`config.mk`:
```
export PLATFORM = sky130hd
export DESIGN_NAME = flash_program_mode_control
export DESIGN_NICKNAME = d
export VERILOG_FILES = /design/src/logic/block_buffer_dummy_never.sv /design/src/logic/flash_ctrl_pkg.sv /design/src/logic/flash_program_mode_control.sv /design/src/logic/block_buffer.sv
export SDC_FILE = /design/constraint.sdc
export NUM_CORES = 1
export LEC_CHECK = 0
export ABC_CLOCK_PERIOD_IN_PS = 11120
export BUFFER_PORTS_ARGS = -buffer_cell sky130_fd_sc_hd__buf_2
export CAP_MARGIN = 20
export CORE_MARGIN = 4
export CORE_UTILIZATION = 43
export DETAILED_ROUTE_END_ITERATION = 16
export GPL_TIMING_DRIVEN = 0
export HOLD_SLACK_MARGIN = 0.03
export SYNTH_ARGS = -nofsm -noshare
export SYNTH_HDL_FRONTEND = slang
export SYNTH_SLANG_ARGS = --single-unit
```
`constraint.sdc`:
```
create_clock -name clk -period 11.12 [get_ports clk]
set_input_delay 0.556 -clock clk [delete_from_list [all_inputs] [get_ports clk]]
set_output_delay 0.556 -clock clk [all_outputs]
set_load 0.03 [all_outputs]
```
`src/logic/block_buffer_dummy_never.sv`:
```
`timescale 1ns/10ps

```
`src/logic/flash_ctrl_pkg.sv`:
```
package flash_ctrl_pkg;

  // ----------------------------------------
  // array geometry
  // ----------------------------------------
  localparam int BLOCK_BYTES = 128;
  localparam int IDX_W       = 7;
  localparam int BLK_W       = 10;
  localparam int ADDR_W      = BLK_W + IDX_W;
  localparam logic [IDX_W-1:0] LAST_IDX = 7'h7f;
  localparam logic [2:0]       LAST_BIT = 3'h7;

  // ----------------------------------------
  // timing
  // ----------------------------------------
  localparam int CLK_HZ        = 20_000_000;
  localparam int POWERON_MS    = 20;
  localparam int PROG_HV_MS    = 40;
  localparam int PROG_LV_MS    = 50;
  localparam int POWERON_CYC   = POWERON_MS * (CLK_HZ / 1000);
  localparam int PROG_HV_CYC   = PROG_HV_MS * (CLK_HZ / 1000);
  localparam int PROG_LV_CYC   = PROG_LV_MS * (CLK_HZ / 1000);
  localparam int TIMER_W       = 20;

  // ----------------------------------------
  // serial link commands
  // ----------------------------------------
  localparam logic [7:0] CMD_WRITE = 8'h01;
  localparam logic [7:0] CMD_READ  = 8'h02;
  localparam logic [7:0] CMD_LOCK  = 8'h03;

  // write-unlock key nibbles
  localparam logic [3:0] KEY_FIRST  = 4'h5;
  localparam logic [3:0] KEY_SECOND = 4'ha;

  typedef enum logic [1:0] {
    PATH_SERIAL   = 2'b00,
    PATH_PARALLEL = 2'b01,
    PATH_SELF     = 2'b10
  } path_type;

  typedef enum logic [1:0] {
    SEQ_IDLE  = 2'b00,
    SEQ_ERASE = 2'b01,
    SEQ_WRITE = 2'b10,
    SEQ_HOLD  = 2'b11
  } seq_state_type;

  typedef enum logic [2:0] {
    SER_CMD     = 3'b000,
    SER_ADDR_HI = 3'b001,
    SER_ADDR_LO = 3'b010,
    SER_DATA    = 3'b011,
    SER_SEND    = 3'b100,
    SER_WAIT    = 3'b101
  } ser_state_type;

endpackage

```
`src/logic/flash_program_mode_control.sv`:
```
`timescale 1ns/10ps
// Contract
// three paths feed the array: parallel writer, serial programmer, resident software.
// every program operation writes one complete 128-byte block; the 128 write strobes use array_addr, which never carries blk_reg or widx_reg.
// the addressed block is erased automatically before it is written; code erases at array_addr, par_read_addr on the parallel and self paths.
// operation stays busy about 40 ms, or 50 ms on low-voltage part.
// all program requests blocked for about 20 ms after power-up.
// self-programming needs the unlock acceptor set first.
// security lock refuses external reads and programming on every path.
// lock can be set only from the serial path.
// parallel path runs under the external writer only, no resident code.
// self path programs on request of resident software.
// serial mode entered on first operation, left when it finishes.
// serial mode entered only while chip is in reset or stop.
// serial clock pin is only a clock input.
// serial data pin is bidirectional, driven in turn.
// serial mode qualified by the high-voltage mode-select input.
// programmer holds chip reset low for the whole operation.
// unlock latch sets on nibbles 5 then A, clears after each block.
// locked array reads return all zeros.
// operation outside reset or stop raises a protocol error.
// busy shown through erase and write, new requests refused while busy.
// security lock is kept in non-volatile state.
module flash_program_mode_control #(
  parameter logic               LOW_VOLTAGE_PART = 1'b0,
  parameter int unsigned        POWERON_CYCLES   = flash_ctrl_pkg::POWERON_CYC,
  parameter int unsigned        PROG_HV_CYCLES   = flash_ctrl_pkg::PROG_HV_CYC,
  parameter int unsigned        PROG_LV_CYCLES   = flash_ctrl_pkg::PROG_LV_CYC
) (
  input  wire logic                              clk,
  input  wire logic                              rstn,
  input  wire logic                              prog_serial_clock,
  input  wire logic                              prog_serial_data_in,
  output logic                                   prog_serial_data_out,
  output logic                                   prog_serial_data_oe_n,
  input  wire logic                              prog_mode_entry,
  input  wire logic                              chip_clear_input_n,
  input  wire logic                              stop_mode,
  input  wire logic                              par_mode,
  input  wire logic                              par_buf_we,
  input  wire logic [flash_ctrl_pkg::IDX_W-1:0]  par_buf_idx,
  input  wire logic [7:0]                        par_buf_data,
  input  wire logic                              par_prog_start,
  input  wire logic [flash_ctrl_pkg::BLK_W-1:0]  par_block,
  input  wire logic [flash_ctrl_pkg::ADDR_W-1:0] par_read_addr,
  output logic      [7:0]                        par_read_data,
  input  wire logic                              unlock_write,
  input  wire logic [7:0]                        unlock_data,
  input  wire logic                              self_buf_we,
  input  wire logic [flash_ctrl_pkg::IDX_W-1:0]  self_buf_idx,
  input  wire logic [7:0]                        self_buf_data,
  input  wire logic                              self_prog_start,
  input  wire logic [flash_ctrl_pkg::BLK_W-1:0]  self_block,
  input  wire logic                              lock_stored,
  output logic                                   lock_store_pulse,
  output logic      [flash_ctrl_pkg::ADDR_W-1:0] array_addr,
  input  wire logic [7:0]                        array_read_data,
  output logic                                   array_erase,
  output logic                                   array_write_en,
  output logic      [7:0]                        array_write_data,
  output logic                                   busy,
  output logic                                   serial_active,
  output logic                                   protocol_error,
  output logic                                   prog_refused,
  output logic                                   prog_done,
  output logic                                   write_unlock_latch,
  output logic                                   security_locked
);
  localparam logic [flash_ctrl_pkg::TIMER_W-1:0] PROG_LAST =
    flash_ctrl_pkg::TIMER_W'((LOW_VOLTAGE_PART ? PROG_LV_CYCLES : PROG_HV_CYCLES) - 1);
  localparam logic [flash_ctrl_pkg::TIMER_W-1:0] POR_LAST =
    flash_ctrl_pkg::TIMER_W'(POWERON_CYCLES - 1);

  // ----------------------------------------
  // pin synchronisers
  // ----------------------------------------
  logic [1:0] sclk_sync_reg;
  logic       sclk_prev_reg;
  logic [1:0] sdat_sync_reg;
  logic [1:0] mode_sync_reg;
  logic [1:0] clr_sync_reg;

  always_ff @(posedge clk or negedge rstn) begin
    if (!rstn) begin
      sclk_sync_reg <= 2'h0;
      sclk_prev_reg <= 1'b0;
      sdat_sync_reg <= 2'h0;
      mode_sync_reg <= 2'h0;
      clr_sync_reg  <= 2'h3;
    end else begin
      sclk_sync_reg <= {sclk_sync_reg[0], prog_serial_clock};
      sclk_prev_reg <= sclk_sync_reg[1];
      sdat_sync_reg <= {sdat_sync_reg[0], prog_serial_data_in};
      mode_sync_reg <= {mode_sync_reg[0], prog_mode_entry};
      clr_sync_reg  <= {clr_sync_reg[0], chip_clear_input_n};
    end
  end

  logic sclk_rise;
  logic sclk_fall;
  logic mode_on;
  logic entry_ok;
  assign sclk_rise = sclk_sync_reg[1] & ~sclk_prev_reg;
  assign sclk_fall = ~sclk_sync_reg[1] & sclk_prev_reg;
  assign mode_on   = mode_sync_reg[1];
  // chip must sit in reset for the whole operation, so sampled live
  assign entry_ok  = mode_on & (~clr_sync_reg[1] | stop_mode);

  // ----------------------------------------
  // power-on protect
  // ----------------------------------------
  logic [flash_ctrl_pkg::TIMER_W-1:0] por_cnt_reg;
  logic                               por_done_reg;

  always_ff @(posedge clk or negedge rstn) begin
    if (!rstn) begin
      por_cnt_reg  <= '0;
      por_done_reg <= 1'b0;
    end else if (!por_done_reg) begin
      por_cnt_reg  <= por_cnt_reg + 1'b1;
      por_done_reg <= (por_cnt_reg == POR_LAST);
    end
  end

  // ----------------------------------------
  // security lock
  // ----------------------------------------
  logic lock_set_reg;
  logic lock_req;
  assign security_locked = lock_stored | lock_set_reg;

  always_ff @(posedge clk or negedge rstn) begin
    if (!rstn) begin
      lock_set_reg     <= 1'b0;
      lock_store_pulse <= 1'b0;
    end else begin
      lock_store_pulse <= lock_req;
      if (lock_req) begin
        lock_set_reg <= 1'b1;
      end
    end
  end

  // ----------------------------------------
  // write-unlock acceptor
  // ----------------------------------------
  logic key_half_reg;
  logic self_ok;
  logic clear_unlock;

  always_ff @(posedge clk or negedge rstn) begin
    if (!rstn) begin
      key_half_reg       <= 1'b0;
      write_unlock_latch <= 1'b0;
    end else begin
      if (unlock_write) begin
        key_half_reg <= (unlock_data[3:0] == flash_ctrl_pkg::KEY_FIRST);
        if (key_half_reg && unlock_data[3:0] == flash_ctrl_pkg::KEY_SECOND) begin
          write_unlock_latch <= 1'b1;
        end
      end
      // a key arriving as the block finishes still wins
      if (clear_unlock && !(unlock_write && key_half_reg
          && unlock_data[3:0] == flash_ctrl_pkg::KEY_SECOND)) begin
        write_unlock_latch <= 1'b0;
      end
    end
  end

  // ----------------------------------------
  // path select
  // ----------------------------------------
  flash_ctrl_pkg::ser_state_type ser_state_reg;
  logic                             ser_buf_we;
  logic [flash_ctrl_pkg::IDX_W-1:0] ser_idx_reg;
  logic [7:0]                       rx_byte;
  logic [flash_ctrl_pkg::BLK_W-1:0] ser_block_reg;
  logic                             ser_start;
  logic                             can_start;
  logic                             start_req;
  logic                             go;
  logic [flash_ctrl_pkg::BLK_W-1:0] go_block;
  flash_ctrl_pkg::path_type         go_path;
  flash_ctrl_pkg::path_type         run_path_reg;
  flash_ctrl_pkg::seq_state_type    seq_reg;

  // resident code runs only outside serial and parallel modes
  assign self_ok   = ~serial_active & ~par_mode & write_unlock_latch;
  assign can_start = por_done_reg & ~security_locked & ~busy;

  always_comb begin
    go_block  = self_block;
    go_path   = flash_ctrl_pkg::PATH_SELF;
    start_req = self_prog_start & self_ok;
    if (serial_active) begin
      go_block  = ser_block_reg;
      go_path   = flash_ctrl_pkg::PATH_SERIAL;
      start_req = ser_start;
    end else if (par_mode) begin
      go_block  = par_block;
      go_path   = flash_ctrl_pkg::PATH_PARALLEL;
      start_req = par_prog_start;
    end
  end

  assign go           = start_req & can_start;
  assign prog_refused = start_req & ~can_start;

  logic                             buf_we;
  logic [flash_ctrl_pkg::IDX_W-1:0] buf_widx;
  logic [7:0]                       buf_wdata;
  logic [flash_ctrl_pkg::IDX_W-1:0] buf_ridx;

  always_comb begin
    buf_we    = self_buf_we & ~par_mode;
    buf_widx  = self_buf_idx;
    buf_wdata = self_buf_data;
    if (serial_active) begin
      buf_we    = ser_buf_we;
      buf_widx  = ser_idx_reg;
      buf_wdata = rx_byte;
    end else if (par_mode) begin
      buf_we    = par_buf_we;
      buf_widx  = par_buf_idx;
      buf_wdata = par_buf_data;
    end
  end

  block_buffer u_buffer (
    .clk     (clk),
    .wr_en   (buf_we & ~busy),
    .wr_idx  (buf_widx),
    .wr_data (buf_wdata),
    .rd_idx  (buf_ridx),
    .rd_data (array_write_data)
  );

  // ----------------------------------------
  // erase and write sequencer
  // ----------------------------------------
  logic [flash_ctrl_pkg::TIMER_W-1:0] timer_reg;
  logic [flash_ctrl_pkg::IDX_W:0]     wcnt_reg;
  logic [flash_ctrl_pkg::BLK_W-1:0]   blk_reg;
  logic [flash_ctrl_pkg::IDX_W-1:0]   widx_reg;

  assign busy         = (seq_reg != flash_ctrl_pkg::SEQ_IDLE);
  assign buf_ridx     = wcnt_reg[flash_ctrl_pkg::IDX_W-1:0];
  assign clear_unlock = prog_done;

  always_ff @(posedge clk or negedge rstn) begin
    if (!rstn) begin
      seq_reg        <= flash_ctrl_pkg::SEQ_IDLE;
      timer_reg      <= '0;
      wcnt_reg       <= '0;
      widx_reg       <= '0;
      blk_reg        <= '0;
      run_path_reg   <= flash_ctrl_pkg::PATH_SELF;
      array_erase    <= 1'b0;
      array_write_en <= 1'b0;
      prog_done      <= 1'b0;
    end else begin
      array_erase    <= 1'b0;
      array_write_en <= 1'b0;
      prog_done      <= 1'b0;
      timer_reg      <= timer_reg + 1'b1;
      unique case (seq_reg)
        flash_ctrl_pkg::SEQ_IDLE: begin
          if (go) begin
            seq_reg      <= flash_ctrl_pkg::SEQ_ERASE;
            blk_reg      <= go_block;
            run_path_reg <= go_path;
            timer_reg    <= '0;
            wcnt_reg     <= '0;
            array_erase  <= 1'b1;
          end
        end
        flash_ctrl_pkg::SEQ_ERASE: begin
          seq_reg <= flash_ctrl_pkg::SEQ_WRITE;
        end
        flash_ctrl_pkg::SEQ_WRITE: begin
          // buffer read is one cycle behind the counter
          wcnt_reg       <= wcnt_reg + 1'b1;
          widx_reg       <= wcnt_reg[flash_ctrl_pkg::IDX_W-1:0];
          array_write_en <= ~wcnt_reg[flash_ctrl_pkg::IDX_W];
          if (wcnt_reg[flash_ctrl_pkg::IDX_W]) begin
            seq_reg <= flash_ctrl_pkg::SEQ_HOLD;
          end
        end
        flash_ctrl_pkg::SEQ_HOLD: begin
          if (timer_reg >= PROG_LAST) begin
            seq_reg   <= flash_ctrl_pkg::SEQ_IDLE;
            prog_done <= 1'b1;
          end
        end
      endcase
    end
  end

  // ----------------------------------------
  // serial programmer link
  // ----------------------------------------
  logic [6:0] rx_sh_reg;
  logic [2:0] bit_reg;
  logic       op_read_reg;
  logic       last_byte_reg;
  logic [7:0] tx_sh_reg;
  logic [7:0] read_pick;
  logic       byte_in;

  assign rx_byte    = {rx_sh_reg, sdat_sync_reg[1]};
  assign byte_in    = sclk_rise & (bit_reg == flash_ctrl_pkg::LAST_BIT)
                      & (ser_state_reg != flash_ctrl_pkg::SER_SEND);
  assign ser_buf_we = byte_in & (ser_state_reg == flash_ctrl_pkg::SER_DATA);
  assign ser_start  = byte_in & (ser_state_reg == flash_ctrl_pkg::SER_DATA)
                      & (ser_idx_reg == flash_ctrl_pkg::LAST_IDX);
  assign lock_req   = byte_in & (ser_state_reg == flash_ctrl_pkg::SER_CMD)
                      & entry_ok & (rx_byte == flash_ctrl_pkg::CMD_LOCK);
  assign read_pick  = security_locked ? 8'h00 : array_read_data;
  assign array_addr = serial_active ? {ser_block_reg, ser_idx_reg} : par_read_addr;

  always_ff @(posedge clk or negedge rstn) begin
    if (!rstn) begin
      par_read_data <= 8'h00;
    end else begin
      par_read_data <= par_mode ? read_pick : 8'h00;
    end
  end

  always_ff @(posedge clk or negedge rstn) begin
    if (!rstn) begin
      ser_state_reg         <= flash_ctrl_pkg::SER_CMD;
      serial_active         <= 1'b0;
      protocol_error        <= 1'b0;
      rx_sh_reg             <= '0;
      bit_reg               <= '0;
      op_read_reg           <= 1'b0;
      last_byte_reg         <= 1'b0;
      ser_idx_reg           <= '0;
      ser_block_reg         <= '0;
      tx_sh_reg             <= 8'h00;
      prog_serial_data_out  <= 1'b0;
      prog_serial_data_oe_n <= 1'b1;
    end else if (!mode_on) begin
      // dropping the high-voltage select aborts any frame in flight
      ser_state_reg         <= flash_ctrl_pkg::SER_CMD;
      serial_active         <= 1'b0;
      protocol_error        <= 1'b0;
      bit_reg               <= '0;
      prog_serial_data_oe_n <= 1'b1;
    end else begin
      if (sclk_rise && ser_state_reg != flash_ctrl_pkg::SER_SEND) begin
        rx_sh_reg <= rx_byte[6:0];
        bit_reg   <= bit_reg + 1'b1;
      end
      unique case (ser_state_reg)
        flash_ctrl_pkg::SER_CMD: begin
          if (byte_in) begin
            if (!entry_ok) begin
              protocol_error <= 1'b1;
            end else if (rx_byte == flash_ctrl_pkg::CMD_WRITE
                         || rx_byte == flash_ctrl_pkg::CMD_READ) begin
              serial_active <= 1'b1;
              op_read_reg   <= (rx_byte == flash_ctrl_pkg::CMD_READ);
              ser_state_reg <= flash_ctrl_pkg::SER_ADDR_HI;
            end
          end
        end
        flash_ctrl_pkg::SER_ADDR_HI: begin
          if (byte_in) begin
            ser_block_reg <= {rx_byte[1:0], ser_block_reg[7:0]};
            ser_state_reg <= flash_ctrl_pkg::SER_ADDR_LO;
          end
        end
        flash_ctrl_pkg::SER_ADDR_LO: begin
          if (byte_in) begin
            ser_block_reg[7:0] <= rx_byte;
            ser_idx_reg        <= '0;
            last_byte_reg      <= 1'b0;
            ser_state_reg      <= op_read_reg ? flash_ctrl_pkg::SER_SEND
                                              : flash_ctrl_pkg::SER_DATA;
          end
        end
        flash_ctrl_pkg::SER_DATA: begin
          if (byte_in) begin
            ser_idx_reg <= ser_idx_reg + 1'b1;
            if (ser_start) begin
              ser_state_reg <= flash_ctrl_pkg::SER_WAIT;
            end
          end
        end
        flash_ctrl_pkg::SER_SEND: begin
          if (sclk_fall) begin
            if (bit_reg == 3'h0 && last_byte_reg) begin
              prog_serial_data_oe_n <= 1'b1;
              serial_active         <= 1'b0;
              ser_state_reg         <= flash_ctrl_pkg::SER_CMD;
            end else begin
              prog_serial_data_oe_n <= 1'b0;
              bit_reg               <= bit_reg + 1'b1;
              if (bit_reg == 3'h0) begin
                prog_serial_data_out <= read_pick[7];
                tx_sh_reg            <= {read_pick[6:0], 1'b0};
              end else begin
                prog_serial_data_out <= tx_sh_reg[7];
                tx_sh_reg            <= {tx_sh_reg[6:0], 1'b0};
              end
              if (bit_reg == flash_ctrl_pkg::LAST_BIT) begin
                last_byte_reg <= (ser_idx_reg == flash_ctrl_pkg::LAST_IDX);
                ser_idx_reg   <= ser_idx_reg + 1'b1;
              end
            end
          end
        end
        flash_ctrl_pkg::SER_WAIT: begin
          // refused start or finished block both end the operation
          if ((prog_done && run_path_reg == flash_ctrl_pkg::PATH_SERIAL)
              || !busy) begin
            serial_active <= 1'b0;
            ser_state_reg <= flash_ctrl_pkg::SER_CMD;
          end
        end
        default: begin
          ser_state_reg <= flash_ctrl_pkg::SER_CMD;
        end
      endcase
    end
  end
endmodule

```
`src/logic/block_buffer.sv`:
```
`timescale 1ns/10ps
module block_buffer (
  input  wire logic                           clk,
  input  wire logic                           wr_en,
  input  wire logic [flash_ctrl_pkg::IDX_W-1:0] wr_idx,
  input  wire logic [7:0]                     wr_data,
  input  wire logic [flash_ctrl_pkg::IDX_W-1:0] rd_idx,
  output logic      [7:0]                     rd_data
);
  logic [7:0] mem [flash_ctrl_pkg::BLOCK_BYTES];

  always_ff @(posedge clk) begin
    if (wr_en) begin
      mem[wr_idx] <= wr_data;
    end
  end

  always_ff @(posedge clk) begin
    rd_data <= mem[rd_idx];
  end
endmodule

```
# [After elaboration in Yosys (flattened, before gate mapping)]
# Memories as Yosys holds them, arrays and structs flattened. A register that Yosys moved wholly into a read port is not among the register bits.
# Index checks and enable logic that the tools add are counted.
[totals] n_memories=1 reg_bits=121 input_bits=97 ram_bits=1024 wordCells=229 output_inout_bits=45
[classes] magnitude_cmp=1 reduce_logical=36 eq_ne=41 n_addsub=5 mux=81 bitwise_logic=32
[memory_table] name="u_buffer.mem" depth=128 word_bits=8 rd=1 rd_ports_with_merged_regs=1 wr=1 line_no="block_buffer.sv:10" source="logic [7:0] mem [flash_ctrl_pkg::BLOCK_BYTES];"
[op_table] operator="$mux 8" n=7
[op_table] operator="$mux 3" n=17
[op_table] operator="$mux 7" n=7
[op_table] operator="$add 20x1->20 const B" n=2
[op_table] operator="$mux 20" n=2
[op_table] operator="$mux 1" n=35
[op_table] operator="$pmux 8 s2" n=2
[op_table] operator="$ne 3x3->1 const B" n=10
[op_table] operator="$pmux 7 s3" n=1
[op_table] operator="$eq 20x19->1 const B" n=1
[op_table] operator="$ge 20x20->1 const B" n=1
[op_table] operator="$and 1x1->1" n=19
[op_table] operator="$ne 2x2->1 const B" n=9
[op_table] operator="$pmux 3 s6" n=1
[op_table] operator="$mux 17" n=1
[op_table] operator="$eq 8x2->1 const B" n=2
[op_table] operator="$reduce_and 7->1" n=2
[op_table] operator="$not 1->1" n=11
[op_table] operator="$mux 2" n=5
[op_table] operator="$reduce_and 10->1" n=1
[op_table] operator="$reduce_and 2->1" n=5
[op_table] operator="$reduce_bool 2->1" n=5
[op_table] operator="$eq 3x3->1 const B" n=3
[op_table] operator="$reduce_and 3->1" n=3
[op_table] operator="27 further kinds" n=44

# [Logic depth before layout (Yosys ltp)]
# Gate-level depths: netlist (run 1).
[logic_depth] word_depth=10 mapped_depth=10 ltp_nobuf=8

# [Hierarchy]
# From an unflattened synthesis (run 1), not the netlist that was laid out.
[hier_totals] hier_cells=2220 area_unflattened_um2=45631.3
[by_module_without_submodules] mod="block_buffer" cells_each=1635 seq_area_each_um2=30909.6 area_each_um2=39665.5 n_inst=1
[by_module_without_submodules] mod="flash_program_mode_control" cells_each=585 seq_area_each_um2=3007.9 area_each_um2=5965.7 n_inst=1

# [Worst setup path after synthesis (run 1)]
# Ideal clock, no wire load.
[synth_path] kind="register to register" startpoint="register serial_active" endpoint="memory u_buffer.mem[0][7], data pin" stages_incl_launch_ff=5 path_slack_ns=3.711 required_ns=9.924 path_buffers=3 arrival_time_ns=6.213 setup_ns=1.196 period_less_slack_ns=7.409 path_cell_list="dfrtp_1 > clkbuf_1 > buf_1 > buf_1 > o21ai_0"
[synth_via] elab_chain_cells=1
[synth_rtl] element="start: declaration" line_no="flash_program_mode_control.sv:62" source="output logic serial_active,"
[synth_rtl] element="start signal: assignment" line_no="flash_program_mode_control.sv:332" source="serial_active <= 1'b0;"
[synth_rtl] element="start signal: assignment" line_no="flash_program_mode_control.sv:346" source="serial_active <= 1'b0;"
[synth_rtl] element="start signal: assignment" line_no="flash_program_mode_control.sv:362" source="serial_active <= 1'b1;"
[synth_rtl] element="$mux 8" line_no="flash_program_mode_control.sv:218" source="if (serial_active) begin"
[synth_rtl] element="net buf_wdata[7]" line_no="flash_program_mode_control.sv:211" source="logic [7:0] buf_wdata;"
[synth_rtl] element="end: declaration" line_no="block_buffer.sv:10"
# The timed path passes the listed nets, and every way through them passes these cells.

# [Worst setup path in the final report (run 1)]
[layout_path] startpoint="register serial_active" endpoint="memory u_buffer.mem[107][6] (enable)"
[layout_via] elab_chain_cells=4 elab_cells_between_ends=5 classes_between="4 x mux; 1 x bitwise"
[layout_rtl] element="$mux 1" line_no="flash_program_mode_control.sv:218"
[layout_rtl] element="$and 1x1->1" line_no="flash_program_mode_control.sv:231" source=".wr_en (buf_we & ~busy),"
[layout_rtl] element="$mux 1" line_no="block_buffer.sv:13" source="if (wr_en) begin"
[layout_rtl] element="$mux 1 (not written as such)" line_no="block_buffer.sv:14" source="mem[wr_idx] <= wr_data;"
# Parallel ways exist; a longest one is shown, timed or not.

==> results of run 1 <==
routing by layer:
layer  track usage (%)  part of all wire [%]  vias to the layer above
li1                  -                     -                    10900
met1              32.9                    39                    14000
met2              39.0                    47                     1613
met3              5.90                    10                      319
met4              9.83                   4.4                        4
met5                 0                 0.018                        -
repair_timing:
action                                 CTS  global route
resized for setup                        0             0
hold buffers                             5             0
setup endpoints to repair                0             0
endpoints found under the hold margin   51             0
critical path, delay by kind of cell (launching register included):
| kind | cells | cell delay (ns) |
|---|---|---|
| flops | 1 | 0.39 |
| simple gates | 3 | 2.13 |
| buf+inv | 2 | 0.91 |
| compound gates | 1 | 0.27 |
power by group through the flow:
stage                     Combinational (mW)  Sequential, mW  Clock (mW)
after global placement                 0.324            5.13           0
after detailed placement               0.432            4.97           0
final                                  0.435            4.88        3.85
after CTS                              0.434            4.88        3.88
after floorplan                        0.168            5.04           0
after global routing                   0.459            4.88        4.07
cell families (layout without fill, tap and decap cells):
| family | after synthesis | after routing | share of synthesized area [%] |
|---|---|---|---|
| other | 0 | 3 | 0 |
| adder cells (fa/ha/maj) | 10 | 10 | 0.271 |
| AND/OR/NAND/NOR | 474 | 474 | 4.60 |
| buffers and inverters | 165 | 539 | 2.18 |
| flip-flops | 1152 | 1152 | 73.4 |
| AO/OA/AOI/OAI | 337 | 337 | 4.87 |
| XOR/XNOR | 41 | 41 | 0.777 |
| multiplexers | 423 | 423 | 13.9 |
stage by stage:
stage,setup WS [ns],std cells,cell area [um^2],total power [mW]
after floorplan,3.71,2602,46200,5.21
after global placement,-3.64,4109,48500,5.46
after detailed placement,7.08,4145,49300,5.40
after CTS,7.05,4367,53100,9.19
after global routing,6.92,4367,53100,9.41
final,7.02,4370,53100,9.17
cell type report:
cell class,instances,area (um^2)
flip-flops and latches,1152,33900
inverters,20,75.1
multi-input cells,1285,11400
clock inverters,67,594
repair buffers,157,1360
clock buffers,150,3110
plain buffers,145,933
fillers,8681,52900
diodes,3,7.51
well taps,1391,1740
cell usage in the layout, fill, tap and decap left out, drive strengths merged, types with 7 or more instances in the layout:
master,count
a211o,7
a211oi,21
a21o,8
a21oi,67
a221oi,23
a22oi,46
a31oi,12
and2,10
and3,19
buf,232
bufinv,11
clkbuf,215
clkinv,51
dfrtp,116
dfxtp,8
edfxtp,1024
ha,10
inv,21
mux2,33
mux2i,223
mux4,167
nand2,139
nand2b,9
nand3,38
nand3b,7
nor2,192
nor2b,16
nor3,11
nor4,7
o21a,9
o21ai,73
o221ai,19
o22ai,18
xnor2,22
xor2,19
worst paths after layout:
check                                        to  slack (ns)  cells past startpoint
min                            par_read_data[4]        0.12                      2
max                        u_buffer.mem[107][6]        7.02                      6
min in group asynchronous      ser_block_reg[5]        0.36                      2
min reg2reg                    sdat_sync_reg[1]        0.35                      0
max in group asynchronous       run_path_reg[1]        9.99                      3
max reg2reg                u_buffer.mem[107][6]        7.02                      6
==> flow_summary.json, run 1 <==
{
  "fp-row-count": 119,
  "antenna_found_initial": 5,
  "hpwl_mm": 96.1,
  "p_comb_share_pct": 4.7,
  "die_w_um": 336,
  "finalHoldViolCount": 0,
  "synth_seq_cells": 1152,
  "drv_cap": 0,
  "wire_per_inst_um": 31.9,
  "power_leakage_nw": 17.3,
  "clk_path_buf_depth": 3,
  "power.density_nw_per_um2": 173,
  "finalSetupViolations": 0,
  "grt_setup_unrepaired": "no",
  "core_um2": 106000,
  "syn_area_um2": 46200,
  "yosysTopAreaCellShare_pct": 66.5,
  "seqPwrFrac_pct": 53.3,
  "grt_pass1_vias": 26500,
  "r2r_start": "serial_active",
  "root_buffer": "clkbuf_16",
  "io_pins": 142,
  "crit_type": "reg2reg",
  "worstHoldStart": "array_read_data[4]",
  "startpoint": "serial_active",
  "dr.first_iter.drc_count": 3836,
  "cp_common_cell": "nor2_1",
  "cts.sinks": 1152,
  "holdWs_ns": 0.122,
  "largest_reg_flops": 1024,
  "p_sw_mw": 1.97,
  "ys_seq_area_share_pct": 73.4,
  "synthTopCellsByCount": "edfxtp_1, mux2i_1, nor2_1",
  "period_needed_ns": 4.10,
  "die_height_um": 336,
  "cts_tree": "done",
  "synthDistinctLibCells": 69,
  "netlist_instances": 2602,
  "yosysWarnings": 0,
  "async_reset_ff_share_pct": 10.4,
  "initial_core_util_pct": 43.6,
  "max-slew-margin-rel_pct": 16.8,
  "intPower_mw": 7.20,
  "grt_start_max_net_pins": 72,
  "synth_top_area_cell": "edfxtp_1",
  "area_delta_synth_final_pct": 14.9,
  "clkTransAtPathRegs_ns": 0.06,
  "post_cts_buffers": 0,
  "finClkSkew_ns": 0.0262,
  "grt.overflow.total": 0,
  "slowest_stage": "nor2_1",
  "route.vias.total": 26800,
  "firstDrtPassIters": 5,
  "fin_crit_sh_pct": 36.8,
  "routed_wl_mm": 140,
  "status": "finished clean",
  "yosysMostFrequentCell": "edfxtp_1",
  "finalWeightedCongestion": 0.937,
  "slowest_delay_ns": 0.80,
  "h-tree-depth": 3,
  "final_util_pct": 50.1,
  "synth_area_leaders": "edfxtp_1, mux4_2, dfrtp_1",
  "worstPathCellList": "clkbuf_1 > buf_1 > o21ai_0 > nor2_1 > nand2_1 > nor2_1",
  "grt_use_total_pct": 24.5,
  "cp_max_fo": 10,
  "crit_path_end_kind": "register",
  "required_ns": 11.42,
  "synth-edff-count": 1024,
  "netSwitchingFraction_pct": 21.5,
  "fin_nets": 2984,
  "detail-route-antenna-nets": 0,
  "hold_class": "in2reg",
  "dieArea_um2": 113000,
  "portBuffers": 116,
  "synthFlopType": "edfxtp_1",
  "viasPerCell": 6.14,
  "syn_avg_cell_area_um2": 17.8,
  "cp.arrival_ns": 4.40,
  "syn_nets": 2709,
  "fin_tns_setup_ns": 0,
  "clk_latency_ns": 0.69,
  "ir_drop_mv": 0.137,
  "cp-start-kind": "register",
  "fmax_mhz": 244,
  "drv_slew": 0,
  "tightest_slew_ns": 1.24,
  "grt_pass1_wl_mm": 196,
  "drc": 0,
  "drive_above_1_share_pct": 20.0,
  "cts_buffers": 116,
  "pwr-share-clk_pct": 42.0
}
Power figures use the tool's default switching activity.
==> run 2: changes to the inputs <==
Settings changed: ABC_CLOCK_PERIOD_IN_PS 11120 to 3800.
Clock period 11.12 ns to 3.8 ns, I/O delays scaled along.
==> flow_summary.json, run 2 (synthesis gave the netlist of run 1 again) <==
{
  "critical_path.top_delay_family": "simple AND/OR/NAND/NOR gates",
  "final_util_pct": 50.9,
  "die_height_um": 336,
  "p_comb_share_pct": 4.8,
  "routed_wl_mm": 139,
  "grt_pass1_wl_mm": 195,
  "power.density_nw_per_um2": 508,
  "ir_drop_mv": 0.373,
  "cp_common_cell": "nor2_2",
  "num-fill-cells": 8583,
  "finalWeightedCongestion": 0.939,
  "antenna_found_initial": 2,
  "required_ns": 4.11,
  "cts_buffers": 115,
  "finalSetupViolations": 129,
  "hold_class": "in2reg",
  "grt_setup_unrepaired": "yes",
  "grt_start_max_net_pins": 88,
  "cts.sinks": 1152,
  "slowest_delay_ns": 0.63,
  "netSwitchingFraction_pct": 21.4,
  "intPower_mw": 21.5,
  "cp.arrival_ns": 4.23,
  "dr.first_iter.drc_count": 3576,
  "root_buffer": "clkbuf_16",
  "cp-start-kind": "register",
  "final_cell_count_no_fill": 4384,
  "status": "finished, violations left",
  "drc": 0,
  "area_delta_synth_final_pct": 16.8,
  "clk_path_buf_depth": 3,
  "slowest_stage": "nor2_2",
  "drv_cap": 0,
  "clkTransAtPathRegs_ns": 0.06,
  "portBuffers": 116,
  "p_total_mw": 27.4,
  "fin_area_um2": 54000,
  "drv_slew": 0,
  "fmax_mhz": 256,
  "grt_pass1_vias": 26700,
  "h-tree-depth": 3,
  "clk_latency_ns": 0.71,
  "cp_max_fo": 10,
  "violations": "setup timing",
  "p_sw_mw": 5.87,
  "io_pins": 142,
  "grt_use_total_pct": 24.4,
  "drive_above_1_share_pct": 24.8,
  "finalHoldViolCount": 0,
  "pwr-share-clk_pct": 43.1,
  "viasPerCell": 6.08,
  "period_needed_ns": 3.91,
  "final_cell_mix": "edfxtp_1, mux2i_1, mux4_2",
  "wire_per_inst_um": 31.7,
  "crit_buf_inv": 2,
  "seqPwrFrac_pct": 52.1,
  "layout_commonest_cell": "edfxtp_1",
  "power_leakage_nw": 17.5,
  "fp-row-count": 119,
  "core_um2": 106000,
  "crit_type": "reg2reg",
  "tightest_slew_ns": 1.23,
  "firstDrtPassIters": 6,
  "crit_path_end_kind": "register",
  "max-slew-margin-rel_pct": 18.2,
  "setup_slack_ns": -0.111,
  "route.vias.total": 26700,
  "dpl-instance-area_um2": 49400,
  "fin_nets": 3000,
  "largest_reg_flops": 1024,
  "worstPathCellList": "clkbuf_1 > buf_1 > o21ai_0 > nor2_2 > nand2_1 > nor2_2",
  "initial_core_util_pct": 43.6,
  "detail-route-antenna-nets": 0,
  "cts_tree": "done",
  "grt.overflow.total": 0,
  "dieArea_um2": 113000,
  "die_w_um": 336,
  "finClkSkew_ns": 0.0451,
  "fin_crit_sh_pct": 103,
  "placed_cells": 4145,
  "hpwl_mm": 95.7
}
-- run 2: changes by cell type in the layout (fill, tap and decap cells not counted), moves of 4 or more --
| cell | change |
|---|---|
| clkbuf_2 | +4 |
| dlygate4sd3_1 | +14 |
| nor2_4 | +20 |
| nor2_1 | -118 |
| nand2_1 | -4 |
| clkbuf_1 | -17 |
| nor2_2 | +98 |
| buf_16 | +4 |
| clkinv_1 | -4 |
| bufinv_16 | +8 |
| nand2_2 | +4 |
-- run 2: layer usage --
metal / vias up / global-route usage [%] / share of wire (%)
li1: 10900 / - / -
met1: 13800 / 33.0 / 38
met2: 1608 / 38.8 / 46
met3: 285 / 6.25 / 11
met4: 0 / 8.80 / 4.0
met5: - / 0 / 0
-- run 2: worst paths after layout --
path | from | end | slack, ns | depth (start not counted)
min reg2reg | sdat_sync_reg[0] | sdat_sync_reg[1] | 0.35 | 0
max reg2reg | serial_active | u_buffer.mem[78][1] | -0.11 | 6
max in group asynchronous | rstn | timer_reg[18] | 2.76 | 4
min | lock_stored | timer_reg[1] | 0.06 | 5
max | serial_active | u_buffer.mem[78][1] | -0.11 | 6
min in group asynchronous | rstn | sdat_sync_reg[1] | 0.57 | 4
-- run 2: what timing repair did --
item / in CTS / in global routing
buffers inserted: 0 / 2
cloned: 0 / 0
gates resized for setup: 86 / 68
hold endpoints to repair: 141 / 0
pin swaps: 0 / 0
hold buffers: 20 / 0
setup endpoints to repair: 817 / 811
-- run 2: per-stage QoR --
step,setup WS (ns),hold WS [ns],TNS (ns)
floorplan,-1.39,-0.106,-356.73
global placement,-5.69,0.298,-3178.14
detailed placement,-0.377,0.105,-128.49
CTS,-0.184,0.0413,-6.79
global route,-0.173,0.101,-27.34
finish,-0.111,0.0623,-6.69
-- run 2: final cells by class --
| class | instances | area, um^2 | share of cell area (%) |
|---|---|---|---|
| well taps | 1391 | 1740 | 3.22 |
| repair buffers | 175 | 1570 | 2.92 |
| clock inverters | 80 | 922 | 1.71 |
| multi-input cells | 1285 | 11800 | 21.9 |
| diodes | 1 | 2.50 | 0.00464 |
| inverters | 20 | 75.1 | 0.139 |
| clock buffers | 136 | 3010 | 5.57 |
| plain buffers | 144 | 935 | 1.73 |
| flip-flops and latches | 1152 | 33900 | 62.8 |
-- run 2: worst min-delay path, stage by stage --
cell,delay [ns]
buf_2,0.08
nor2_1,0.04
nand3_1,0.09
a21oi_1,0.15
nor2b_1,0.15
-- run 2: power groups by stage --
stage / combinational, mW / sequential, mW / clock [mW]
floorplan: 0.501 / 14.6 / 0
global placement: 0.942 / 14.7 / 0
detailed placement: 1.25 / 14.5 / 0
CTS: 1.28 / 14.3 / 11.9
global route: 1.38 / 14.3 / 12.4
finish: 1.30 / 14.3 / 11.8
